[src/core/bst_map.vh]
// Constants for the boundary-scan test port
// Behaviour
// - The port supports EXTEST, SAMPLE/PRELOAD and BYPASS, plus the optional IDCODE instruction.
// - Opcode 00 selects EXTEST, 01 selects SAMPLE/PRELOAD and 05 selects CLAMP.
// - Opcode 0f selects IDCODE and places the identification register between TDI and TDO.
// - Opcode ff selects BYPASS and puts the one-bit bypass register in the serial path.
// - The port has five signals: test clock, data in, data out, mode select and test reset.
// - Undriven mode select, data in and test reset inputs read as logic one.
// - The controller has sixteen states in four bits, stepped by mode select at rising test clock.
// - At power-up the controller starts in Test-Logic-Reset.
// - Mode select held high for five test clock cycles brings the controller to Test-Logic-Reset.
// - Test reset forces Test-Logic-Reset at once, without a test clock edge; here it takes effect on the third core clock edge after the pin falls.
// - There are exactly three data registers, bypass, identification and boundary scan.
// - The identification register is 32 bits in four fields: low byte, ID number, part and version.
// - Each I/O has three boundary cells, each with serial in and out and parallel in and out.
// - All boundary cells form one chain from data in to data out.
// - Cell parallel ports join core logic and each pad's input, output and output enable.
// - Before the device is first programmed EXTEST is not available.
`ifndef BST_MAP_VH
`define BST_MAP_VH
`define BST_IR_W        8
`define BST_OP_EXTEST   8'h00
`define BST_OP_SAMPLE   8'h01
`define BST_OP_CLAMP    8'h05
`define BST_OP_IDCODE   8'h0f
`define BST_OP_BYPASS   8'hff
`define BST_IR_CAPTURE  8'h01
`define BST_IDCODE_RST  32'h00000001
`define BST_ID_LSB_W    8
`define BST_ID_NUM_W    8
`define BST_ID_PART_W   12
`define BST_ID_VER_W    4
`define BST_CELLS_PER_IO 3
`define BST_CELL_IN     0
`define BST_CELL_OUT    1
`define BST_CELL_OE     2
`define BST_TLR_ONES    5
`endif

[src/core/bst_tap.v]
// Boundary-scan test access port, controller, instruction and data registers
`timescale 1ns/1ps
`include "bst_map.vh"
module bst_tap #(
   parameter             NUM_IO  = 4,
   parameter [7:0]       ID_LSB  = 8'h01,   // Arbitrary identity value
   parameter [7:0]       ID_NUM  = 8'h5a,   // Arbitrary identity value
   parameter [11:0]      ID_PART = 12'h123, // Arbitrary identity value
   parameter [3:0]       ID_VER  = 4'h1     // Arbitrary identity value
) (
   input  wire              i_core_clk,
   input  wire              i_nrst,
   input  wire              i_tck,
   input  wire              i_tms,
   input  wire              i_tdi,
   input  wire              i_trst_n,
   output reg               o_tdo,
   output wire              o_tdo_oe,
   input  wire              i_programmed,
   input  wire [NUM_IO-1:0] i_core_out,
   input  wire [NUM_IO-1:0] i_core_oe,
   input  wire [NUM_IO-1:0] i_pad_in,
   output wire [NUM_IO-1:0] o_core_in,
   output wire [NUM_IO-1:0] o_pad_out,
   output wire [NUM_IO-1:0] o_pad_oe,
   output wire [3:0]        o_tap_state
);
   localparam integer BSR_W = `BST_CELLS_PER_IO * NUM_IO;
   // Sixteen states in four bits, not one-hot: the state code is a port
   localparam [3:0] S_TLR = 4'hf;
   localparam [3:0] S_RTI = 4'hc;
   localparam [3:0] S_SDR = 4'h7;
   localparam [3:0] S_CDR = 4'h6;
   localparam [3:0] S_SHD = 4'h2;
   localparam [3:0] S_E1D = 4'h1;
   localparam [3:0] S_PDR = 4'h3;
   localparam [3:0] S_E2D = 4'h0;
   localparam [3:0] S_UDR = 4'h5;
   localparam [3:0] S_SIR = 4'h4;
   localparam [3:0] S_CIR = 4'he;
   localparam [3:0] S_SHI = 4'ha;
   localparam [3:0] S_E1I = 4'h9;
   localparam [3:0] S_PIR = 4'hb;
   localparam [3:0] S_E2I = 4'h8;
   localparam [3:0] S_UIR = 4'hd;

   // ---------------------------------------------
   // Reset and pin synchronisers
   // ---------------------------------------------
   reg  [1:0] rst_sync_ff;
   wire       rst_n = rst_sync_ff[1];
   always @(posedge i_core_clk or negedge i_nrst) begin
      if (!i_nrst) rst_sync_ff <= 2'b00;
      else         rst_sync_ff <= {rst_sync_ff[0], 1'b1};
   end

   // Pins float high when undriven; reset values of one mirror the pull-ups
   reg  [3:0] pin_s1_ff;
   reg  [3:0] pin_s2_ff;
   reg        tck_d_ff;
   reg        trst_hold_ff;
   always @(posedge i_core_clk or negedge rst_n) begin
      if (!rst_n) begin
         pin_s1_ff <= 4'hf;
         pin_s2_ff <= 4'hf;
         // Matches the idle-high clock so reset gives no false edge
         tck_d_ff  <= 1'b1;
      end else begin
         pin_s1_ff <= {i_trst_n, i_tdi, i_tms, i_tck};
         pin_s2_ff <= pin_s1_ff;
         tck_d_ff  <= pin_s2_ff[0];
      end
   end
   wire tck_s  = pin_s2_ff[0];
   wire tms_s  = pin_s2_ff[1];
   wire tdi_s  = pin_s2_ff[2];
   wire trst_s = ~pin_s2_ff[3];
   wire tck_rise = tck_s & ~tck_d_ff;
   wire tck_fall = ~tck_s & tck_d_ff;
   // Test reset is a level: acts whether or not the test clock runs
   wire tap_rst = trst_s;

   // ---------------------------------------------
   // Pad input synchroniser for capture
   // ---------------------------------------------
   // Pads move at any time; only capture is delayed, the pass-through is not
   reg  [NUM_IO-1:0] pad_s1_ff;
   reg  [NUM_IO-1:0] pad_s2_ff;
   always @(posedge i_core_clk or negedge rst_n) begin
      if (!rst_n) begin
         pad_s1_ff <= {NUM_IO{1'b0}};
         pad_s2_ff <= {NUM_IO{1'b0}};
      end else begin
         pad_s1_ff <= i_pad_in;
         pad_s2_ff <= pad_s1_ff;
      end
   end

   // ---------------------------------------------
   // Controller
   // ---------------------------------------------
   reg  [3:0] state_ff;
   reg  [3:0] nxt_state;
   always @* begin
      case (state_ff)
         S_TLR: begin
            if (tms_s) nxt_state = S_TLR;
            else       nxt_state = S_RTI;
         end
         S_RTI: begin
            if (tms_s) nxt_state = S_SDR;
            else       nxt_state = S_RTI;
         end
         S_SDR: begin
            if (tms_s) nxt_state = S_SIR;
            else       nxt_state = S_CDR;
         end
         S_CDR: begin
            if (tms_s) nxt_state = S_E1D;
            else       nxt_state = S_SHD;
         end
         S_SHD: begin
            if (tms_s) nxt_state = S_E1D;
            else       nxt_state = S_SHD;
         end
         S_E1D: begin
            if (tms_s) nxt_state = S_UDR;
            else       nxt_state = S_PDR;
         end
         S_PDR: begin
            if (tms_s) nxt_state = S_E2D;
            else       nxt_state = S_PDR;
         end
         S_E2D: begin
            if (tms_s) nxt_state = S_UDR;
            else       nxt_state = S_SHD;
         end
         S_UDR: begin
            if (tms_s) nxt_state = S_SDR;
            else       nxt_state = S_RTI;
         end
         S_SIR: begin
            if (tms_s) nxt_state = S_TLR;
            else       nxt_state = S_CIR;
         end
         S_CIR: begin
            if (tms_s) nxt_state = S_E1I;
            else       nxt_state = S_SHI;
         end
         S_SHI: begin
            if (tms_s) nxt_state = S_E1I;
            else       nxt_state = S_SHI;
         end
         S_E1I: begin
            if (tms_s) nxt_state = S_UIR;
            else       nxt_state = S_PIR;
         end
         S_PIR: begin
            if (tms_s) nxt_state = S_E2I;
            else       nxt_state = S_PIR;
         end
         S_E2I: begin
            if (tms_s) nxt_state = S_UIR;
            else       nxt_state = S_SHI;
         end
         S_UIR: begin
            if (tms_s) nxt_state = S_SDR;
            else       nxt_state = S_RTI;
         end
         default: nxt_state = S_TLR;
      endcase
   end
   // Five ones on mode select always land in Test-Logic-Reset via this graph
   always @(posedge i_core_clk or negedge rst_n) begin
      if (!rst_n)          state_ff <= S_TLR;
      else if (tap_rst)    state_ff <= S_TLR;
      else if (tck_rise)   state_ff <= nxt_state;
   end
   assign o_tap_state = state_ff;

   // ---------------------------------------------
   // State decode
   // ---------------------------------------------
   // Decoded states keep the register logic below readable
   wire in_tlr = (state_ff == S_TLR);
   wire in_cdr = (state_ff == S_CDR);
   wire in_shd = (state_ff == S_SHD);
   wire in_udr = (state_ff == S_UDR);
   wire in_cir = (state_ff == S_CIR);
   wire in_shi = (state_ff == S_SHI);
   wire in_uir = (state_ff == S_UIR);

   // ---------------------------------------------
   // Instruction register
   // ---------------------------------------------
   reg  [`BST_IR_W-1:0] ir_sh_ff;
   reg  [`BST_IR_W-1:0] ir_ff;
   always @(posedge i_core_clk or negedge rst_n) begin
      if (!rst_n) begin
         ir_sh_ff <= `BST_OP_IDCODE;
      end else if (tck_rise) begin
         if (in_cir) begin
            ir_sh_ff <= `BST_IR_CAPTURE;
         end else if (in_shi) begin
            ir_sh_ff <= {tdi_s, ir_sh_ff[`BST_IR_W-1:1]};
         end
      end
   end

   // Test reset wins over an update in the same cycle
   always @(posedge i_core_clk or negedge rst_n) begin
      if (!rst_n) begin
         ir_ff <= `BST_OP_IDCODE;
      end else if (tap_rst) begin
         ir_ff <= `BST_OP_IDCODE;
      end else if (tck_rise) begin
         if (in_tlr) begin
            ir_ff <= `BST_OP_IDCODE;
         end else if (in_uir) begin
            ir_ff <= ir_sh_ff;
         end
      end
   end

   // ---------------------------------------------
   // Instruction decode
   // ---------------------------------------------
   // Unprogrammed part falls back to bypass on EXTEST
   wire op_extest = (ir_ff == `BST_OP_EXTEST) & i_programmed;
   wire op_sample = (ir_ff == `BST_OP_SAMPLE);
   wire op_clamp  = (ir_ff == `BST_OP_CLAMP);
   wire op_idcode = (ir_ff == `BST_OP_IDCODE);
   // Any unknown opcode also picks bypass, as the standard wants
   wire sel_bsr   = op_extest | op_sample;
   wire sel_id    = op_idcode;

   // ---------------------------------------------
   // Data registers
   // ---------------------------------------------
   reg              byp_ff;
   reg  [31:0]      id_ff;
   reg  [BSR_W-1:0] bsr_sh_ff;
   reg  [BSR_W-1:0] bsr_up_ff;
   wire [BSR_W-1:0] bsr_pin;
   // Three cells per pad: pad input, core output, output enable
   genvar g;
   generate
      for (g = 0; g < NUM_IO; g = g + 1) begin : g_io
         assign bsr_pin[3*g+`BST_CELL_IN]  = pad_s2_ff[g];
         assign bsr_pin[3*g+`BST_CELL_OUT] = i_core_out[g];
         assign bsr_pin[3*g+`BST_CELL_OE]  = i_core_oe[g];
         assign o_core_in[g] = op_extest ? bsr_up_ff[3*g+`BST_CELL_IN] : i_pad_in[g];
         assign o_pad_out[g] = (op_extest | op_clamp) ?
                               bsr_up_ff[3*g+`BST_CELL_OUT] : i_core_out[g];
         assign o_pad_oe[g]  = (op_extest | op_clamp) ?
                               bsr_up_ff[3*g+`BST_CELL_OE] : i_core_oe[g];
      end
   endgenerate

   // ---------------------------------------------
   // Bypass register
   // ---------------------------------------------
   always @(posedge i_core_clk or negedge rst_n) begin
      if (!rst_n) begin
         byp_ff <= 1'b0;
      end else if (tck_rise) begin
         if (in_cdr) begin
            byp_ff <= 1'b0;
         end else if (in_shd && !sel_bsr && !sel_id) begin
            byp_ff <= tdi_s;
         end
      end
   end

   // ---------------------------------------------
   // Identification register
   // ---------------------------------------------
   always @(posedge i_core_clk or negedge rst_n) begin
      if (!rst_n) begin
         id_ff <= `BST_IDCODE_RST;
      end else if (tck_rise) begin
         if (in_cdr) begin
            id_ff <= {ID_VER, ID_PART, ID_NUM, ID_LSB};
         end else if (in_shd && sel_id) begin
            id_ff <= {tdi_s, id_ff[31:1]};
         end
      end
   end

   // ---------------------------------------------
   // Boundary register
   // ---------------------------------------------
   always @(posedge i_core_clk or negedge rst_n) begin
      if (!rst_n) begin
         bsr_sh_ff <= {BSR_W{1'b0}};
      end else if (tck_rise) begin
         if (in_cdr && sel_bsr) begin
            bsr_sh_ff <= bsr_pin;
         end else if (in_shd && sel_bsr) begin
            bsr_sh_ff <= {tdi_s, bsr_sh_ff[BSR_W-1:1]};
         end
      end
   end

   // Update stage holds pad values steady while the chain shifts
   always @(posedge i_core_clk or negedge rst_n) begin
      if (!rst_n) begin
         bsr_up_ff <= {BSR_W{1'b0}};
      end else if (tck_rise) begin
         if (in_udr && sel_bsr) begin
            bsr_up_ff <= bsr_sh_ff;
         end
      end
   end

   // ---------------------------------------------
   // Serial output
   // ---------------------------------------------
   reg  tdo_oe_ff;
   wire dr_bit = sel_bsr ? bsr_sh_ff[0] : (sel_id ? id_ff[0] : byp_ff);
   always @(posedge i_core_clk or negedge rst_n) begin
      if (!rst_n) begin
         o_tdo     <= 1'b0;
         tdo_oe_ff <= 1'b0;
      end else if (tap_rst) begin
         tdo_oe_ff <= 1'b0;
      end else if (tck_fall) begin
         // Updated half a test clock after the shift edge, LSB first
         if (in_shi) begin
            o_tdo <= ir_sh_ff[0];
         end else begin
            o_tdo <= dr_bit;
         end
         tdo_oe_ff <= in_shi | in_shd;
      end
   end
   assign o_tdo_oe = tdo_oe_ff;
endmodule // bst_tap

[config.mk]
export PLATFORM = sky130hd
export DESIGN_NAME = bst_tap
export DESIGN_NICKNAME = d
export VERILOG_FILES = /design/src/core/bst_tap.v
export VERILOG_INCLUDE_DIRS = /design/src /design/src/core
export SDC_FILE = /design/constraint.sdc
export NUM_CORES = 1
export LEC_CHECK = 0
export BUFFER_PORTS_ARGS = -buffer_cell sky130_fd_sc_hd__clkbuf_2
export CAP_MARGIN = 20
export CORE_ASPECT_RATIO = 1.25
export CORE_UTILIZATION = 65
export CTS_BUF_LIST = sky130_fd_sc_hd__clkbuf_8
export DETAILED_ROUTE_END_ITERATION = 16
export GPL_TIMING_DRIVEN = 0
export HOLD_SLACK_MARGIN = 0.15
export PLACE_DENSITY = 0.86
export SYNTH_ARGS = -nofsm -noshare
export SYNTH_HDL_FRONTEND = slang
export SYNTH_SLANG_ARGS = --single-unit
[constraint.sdc]
create_clock -name i_core_clk -period 5.7 [get_ports i_core_clk]
set_clock_uncertainty 0.05 [all_clocks]
set_input_delay 0.57 -clock i_core_clk [delete_from_list [all_inputs] [get_ports i_core_clk]]
set_output_delay 0.57 -clock i_core_clk [all_outputs]
set_load 0.05 [all_outputs]
==> results by stage <==
Clock tree:
- The maximum count of clock buffers along a single path is 2.
- Clock-pin slew was measured on the worst setup and hold paths at 0.09 ns.
- The clock latency of the later-clocked register in the worst-skew pair is 0.35 ns.
- The number of gates given a new drive strength after cts is 0.
- TritonCTS built the clock tree.
- The TritonCTS sink count is 98.
- Clock tree synthesis inserted a total of 9 buffers.
- The maximum level of the CTS H-tree is 3.
- The clock tree root driver cell is sky130_fd_sc_hd__clkbuf_8.

Logic synthesis:
- The post-synthesis mux area share is 21.8%.
- The async set-or-reset flop fraction in the synthesized netlist is 100%.
- The cell area that synthesis handed to floorplanning was 4290 um^2.
- After Yosys synthesis, full adders, half adders and majority gates account for 0% of the synthesized area.
- The distinct cell type count of the synthesized netlist is 45.
- The part of the Yosys area used for sequential elements is 57.8%.
- After synthesis the netlist holds a flip-flop and latch count of 98.
- The basic-gate share of the synthesized area counting and, or, nand and nor cells is 9.82%.
- By area, the combinational part of the netlist is dominated by multiplexers.
- After Yosys synthesis, XOR and XNOR cells account for 0% of the synthesized area.
- Summing the areas of all compound-gate instances in the mapped netlist gives 7.00% of the synthesized area.
- The synthesized net count is 352.
- In the synthesized netlist the dominant register cell turns out to be sky130_fd_sc_hd__dfrtp_1.
- The count of flip-flops with a built-in enable after synthesis is 0.
- The instance count of the mapped netlist is 333.
- For this run, the number of Yosys warnings is 0.
- The synthesized area per cell is 12.9 um^2.

Die:
- The region available for standard cell placement spans 6290 um^2.
- The initial standard-cell utilization of the core is 68.3%.
- From left edge to right edge, the die measures 74.7 um.
- The number of primary I/O pins is 37.
- The number of rows in the core area is 32.
- From bottom edge to top edge, the die measures 92.9 um.
- The die area is 6940 um^2.

Place:
- The weighted congestion reported at the end of routability-driven placement is 0.787.
- The post-placement cell area is 4610 um^2.
- The post-DP HPWL is 5490 um.
- The count of buffers added on input and output ports is 36.

Cells and area:
- The relative area change from synthesis to final layout is 12.3%.
- The number of diodes added for antenna fixing is 0.
- The ratio of cells with drive above 1 in the final layout is 40.7%.
- At the end of the flow the core is filled with cells to 76.7%.
- The final instance area is 4820 um^2.
- The number of nets at the end of the flow is 402.

Setup path:
- In this run the worst path has a maximum fanout of 8.
- The critical path is of the reg -> out type.
- The worst setup path is launched from a register.
- The required time reported for the critical path endpoint is 5.08 ns.
- Measured in cells, the most critical reg-to-reg path has a length of 5.
- The signal arrival time at the worst endpoint is 2.48 ns.
- STA classifies the critical path endpoint as an output port.

STA:
- The sum of negative setup slack is 0 ns.
- The number of hold violations in the final report is 0.
- The number of max-slew violations in the final report was 0.
- The count of final setup violators is 0.
- Setup repair after global routing left no endpoint under its margin.
- The minimum clock period is 3.10 ns.
- The maximum clock frequency is 322 MHz.
- In this run the tightest slew margin relative to its limit is 59.2%.
- Dividing the final minimum period by the clock period gives 54.4%.
- The pin slew with the least headroom to its limit is 0.612 ns.

Detailed routing:
- After the first detailed-routing iteration, the DRC count stood at 106.
- The number of detailed-routing iterations run before antenna repair is 4.
- The vias per cell is 5.80.
- For this run, design rule violations remaining after detail routing come to 0.
- The post-detailed-route count of antenna-violating nets is 0.
- After detailed routing, the average wire length per cell comes to 16.9 um.
- Wires add up to 8010 um.
- The routed layout has 2,745 vias.

Global route:
- After global routing the overflow that remains totals 0.
- The initial antenna violation count was 0.
- The via count of the first global-routing pass is 2,870.
- The total routing usage reported by global routing is 26.1%.
- The maximum number of pins on one net before global-route repair is 55.
- The first-pass GRT wire length is 13,500 um.

Status:
- The flow ran to the end, and the final reports show no timing, DRC or antenna violations.

Pwr:
- The power spent charging and discharging nets is 0.332 mW.
- Net switching is 25.8% of the power.
- The clock network fraction of design power is 34.2%.
- The share of total power dissipated in combinational logic is 8.6%.
- The design internal power is 0.956 mW.
- Summed over all cells, the static leakage comes to 2.22 nW.
- The post-layout total power is 1.29 mW.
- The sequential fraction of design power is 57.2%.
- IR analysis of the VDD net gives a maximum drop of 0.222 mV.
- The power density over cell area is 267 nW/um^2.

Min path:
- The number of cells traversed by the worst hold path is 1.
- The worst hold path class is in -> reg.

Run:
- The max-capacitance violation count is 0.
==> worst paths after layout <==
check	startpoint	end	slack (ns)
min reg2reg	rst_sync_ff[1]	id_ff[14]	0.28
max reg2reg	o_tap_state[1]	bsr_sh_ff[10]	3.19
max in group asynchronous	rst_sync_ff[1]	ir_sh_ff[0]	4.61
max	ir_ff[5]	o_pad_oe[2]	2.60
min in group asynchronous	rst_sync_ff[1]	id_ff[14]	0.28
min	i_tdi	pin_s1_ff[2]	0.24
==> cells by family after synthesis <==
logic type / Yosys count
buf+inv: 34
compound gates: 44
flops: 98
simple gates: 75
mux: 81
other cells: 1
==> Yosys cell counts, types with 2 or more instances <==
| library cell | instances | area [um^2] |
|---|---|---|
| sky130_fd_sc_hd__and2_1 | 3 | 18.8 |
| sky130_fd_sc_hd__nor2_1 | 24 | 90.1 |
| sky130_fd_sc_hd__clkbuf_1 | 13 | 48.8 |
| sky130_fd_sc_hd__o211ai_1 | 2 | 15.0 |
| sky130_fd_sc_hd__o31ai_1 | 2 | 15.0 |
| sky130_fd_sc_hd__o22a_1 | 2 | 17.5 |
| sky130_fd_sc_hd__nand4_1 | 2 | 12.5 |
| sky130_fd_sc_hd__buf_2 | 4 | 20.0 |
| sky130_fd_sc_hd__nand2b_1 | 3 | 18.8 |
| sky130_fd_sc_hd__mux2_2 | 59 | 664 |
| sky130_fd_sc_hd__nor2b_1 | 18 | 113 |
| sky130_fd_sc_hd__a21oi_1 | 11 | 55.1 |
| sky130_fd_sc_hd__nand2_1 | 6 | 22.5 |
| sky130_fd_sc_hd__inv_1 | 14 | 52.6 |
| sky130_fd_sc_hd__mux2_4 | 10 | 150 |
| sky130_fd_sc_hd__nand3_1 | 5 | 25.0 |
| sky130_fd_sc_hd__dfrtp_1 | 76 | 1900 |
| sky130_fd_sc_hd__nor3_1 | 3 | 15.0 |
| sky130_fd_sc_hd__dfstp_2 | 22 | 578 |
| sky130_fd_sc_hd__or4_4 | 2 | 22.5 |
| sky130_fd_sc_hd__mux2i_1 | 12 | 120 |
| sky130_fd_sc_hd__a22o_1 | 9 | 78.8 |
| sky130_fd_sc_hd__o21ai_0 | 9 | 45.0 |
==> layer usage <==
metal | track usage (%) | vias up | part of all wire (%)
met1 | 32.9 | 1389 | 43
met3 | 6.86 | 21 | 4.2
li1 | - | 1261 | -
met4 | 9.28 | 0 | 2.2
met2 | 43.0 | 74 | 51
met5 | 0 | - | 0
==> worst max-delay path, stage by stage (launching register included) <==
cell	delay, ns
sky130_fd_sc_hd__dfrtp_1	0.39
sky130_fd_sc_hd__or4_4	0.58
sky130_fd_sc_hd__nor3_1	0.22
sky130_fd_sc_hd__nand2b_1	0.09
sky130_fd_sc_hd__clkbuf_1	0.25
sky130_fd_sc_hd__mux2_2	0.35
sky130_fd_sc_hd__clkbuf_2	0.24
==> power groups by stage <==
stage / Sequential, mW / Clock, mW / Combinational (mW)
detailed placement: 0.750 / 0 / 0.110
global route: 0.740 / 0.479 / 0.121
CTS: 0.737 / 0.447 / 0.111
floorplan: 0.761 / 0 / 0.0618
global placement: 0.756 / 0 / 0.0960
finish: 0.737 / 0.441 / 0.111
==> sequential cells by signal, summed over array words and instances (netlist names) <==
register and cells:
id_ff 32, bsr_sh_ff 12, bsr_up_ff 12, ir_ff 8, ir_sh_ff 8, o_tap_state 4, pad_s1_ff 4, pad_s2_ff 4
pin_s1_ff 4, pin_s2_ff 4, rst_sync_ff 2, byp_ff 1, o_tdo 1, o_tdo_oe 1, tck_d_ff 1
==> final cells by class <==
| cell class | instances | area [um^2] |
|---|---|---|
| buffer | 20 | 100 |
| clock buffer | 9 | 124 |
| clock inverter | 7 | 71.3 |
| fill | 393 | 1470 |
| inverter | 14 | 52.6 |
| multi-input combinational | 201 | 1660 |
| sequential | 98 | 2480 |
| tap | 85 | 106 |
| timing repair buffer | 39 | 223 |
==> what timing repair did <==
item                                   in CTS  in global routing
buffers inserted                            0                  0
endpoints found under the hold margin       2                  0
hold buffers                                1                  0
==> cell usage in the layout (no fill, tap or decap), types with 3 or more instances in the layout <==
cell type,Yosys,final
sky130_fd_sc_hd__a21oi_1,11,11
sky130_fd_sc_hd__a22o_1,9,9
sky130_fd_sc_hd__and2_1,3,3
sky130_fd_sc_hd__buf_2,4,4
sky130_fd_sc_hd__clkbuf_1,13,13
sky130_fd_sc_hd__clkbuf_2,0,37
sky130_fd_sc_hd__clkbuf_8,0,9
sky130_fd_sc_hd__dfrtp_1,76,75
sky130_fd_sc_hd__dfstp_2,22,22
sky130_fd_sc_hd__inv_1,14,15
sky130_fd_sc_hd__mux2_2,59,59
sky130_fd_sc_hd__mux2_4,10,10
sky130_fd_sc_hd__mux2i_1,12,12
sky130_fd_sc_hd__nand2_1,6,6
sky130_fd_sc_hd__nand2b_1,3,3
sky130_fd_sc_hd__nand3_1,5,5
sky130_fd_sc_hd__nor2_1,24,24
sky130_fd_sc_hd__nor2b_1,18,18
sky130_fd_sc_hd__nor3_1,3,3
sky130_fd_sc_hd__o21ai_0,9,9
==> through the flow <==
step	instances	worst slack, ns	hold WS, ns
after floorplan	333	2.76	0.224
after global placement	454	1.86	0.284
after detailed placement	455	3.01	0.290
after CTS	472	2.57	0.218
after global routing	473	2.43	0.213
final	473	2.60	0.237
Note: power is estimated with default switching activity, not from simulation.
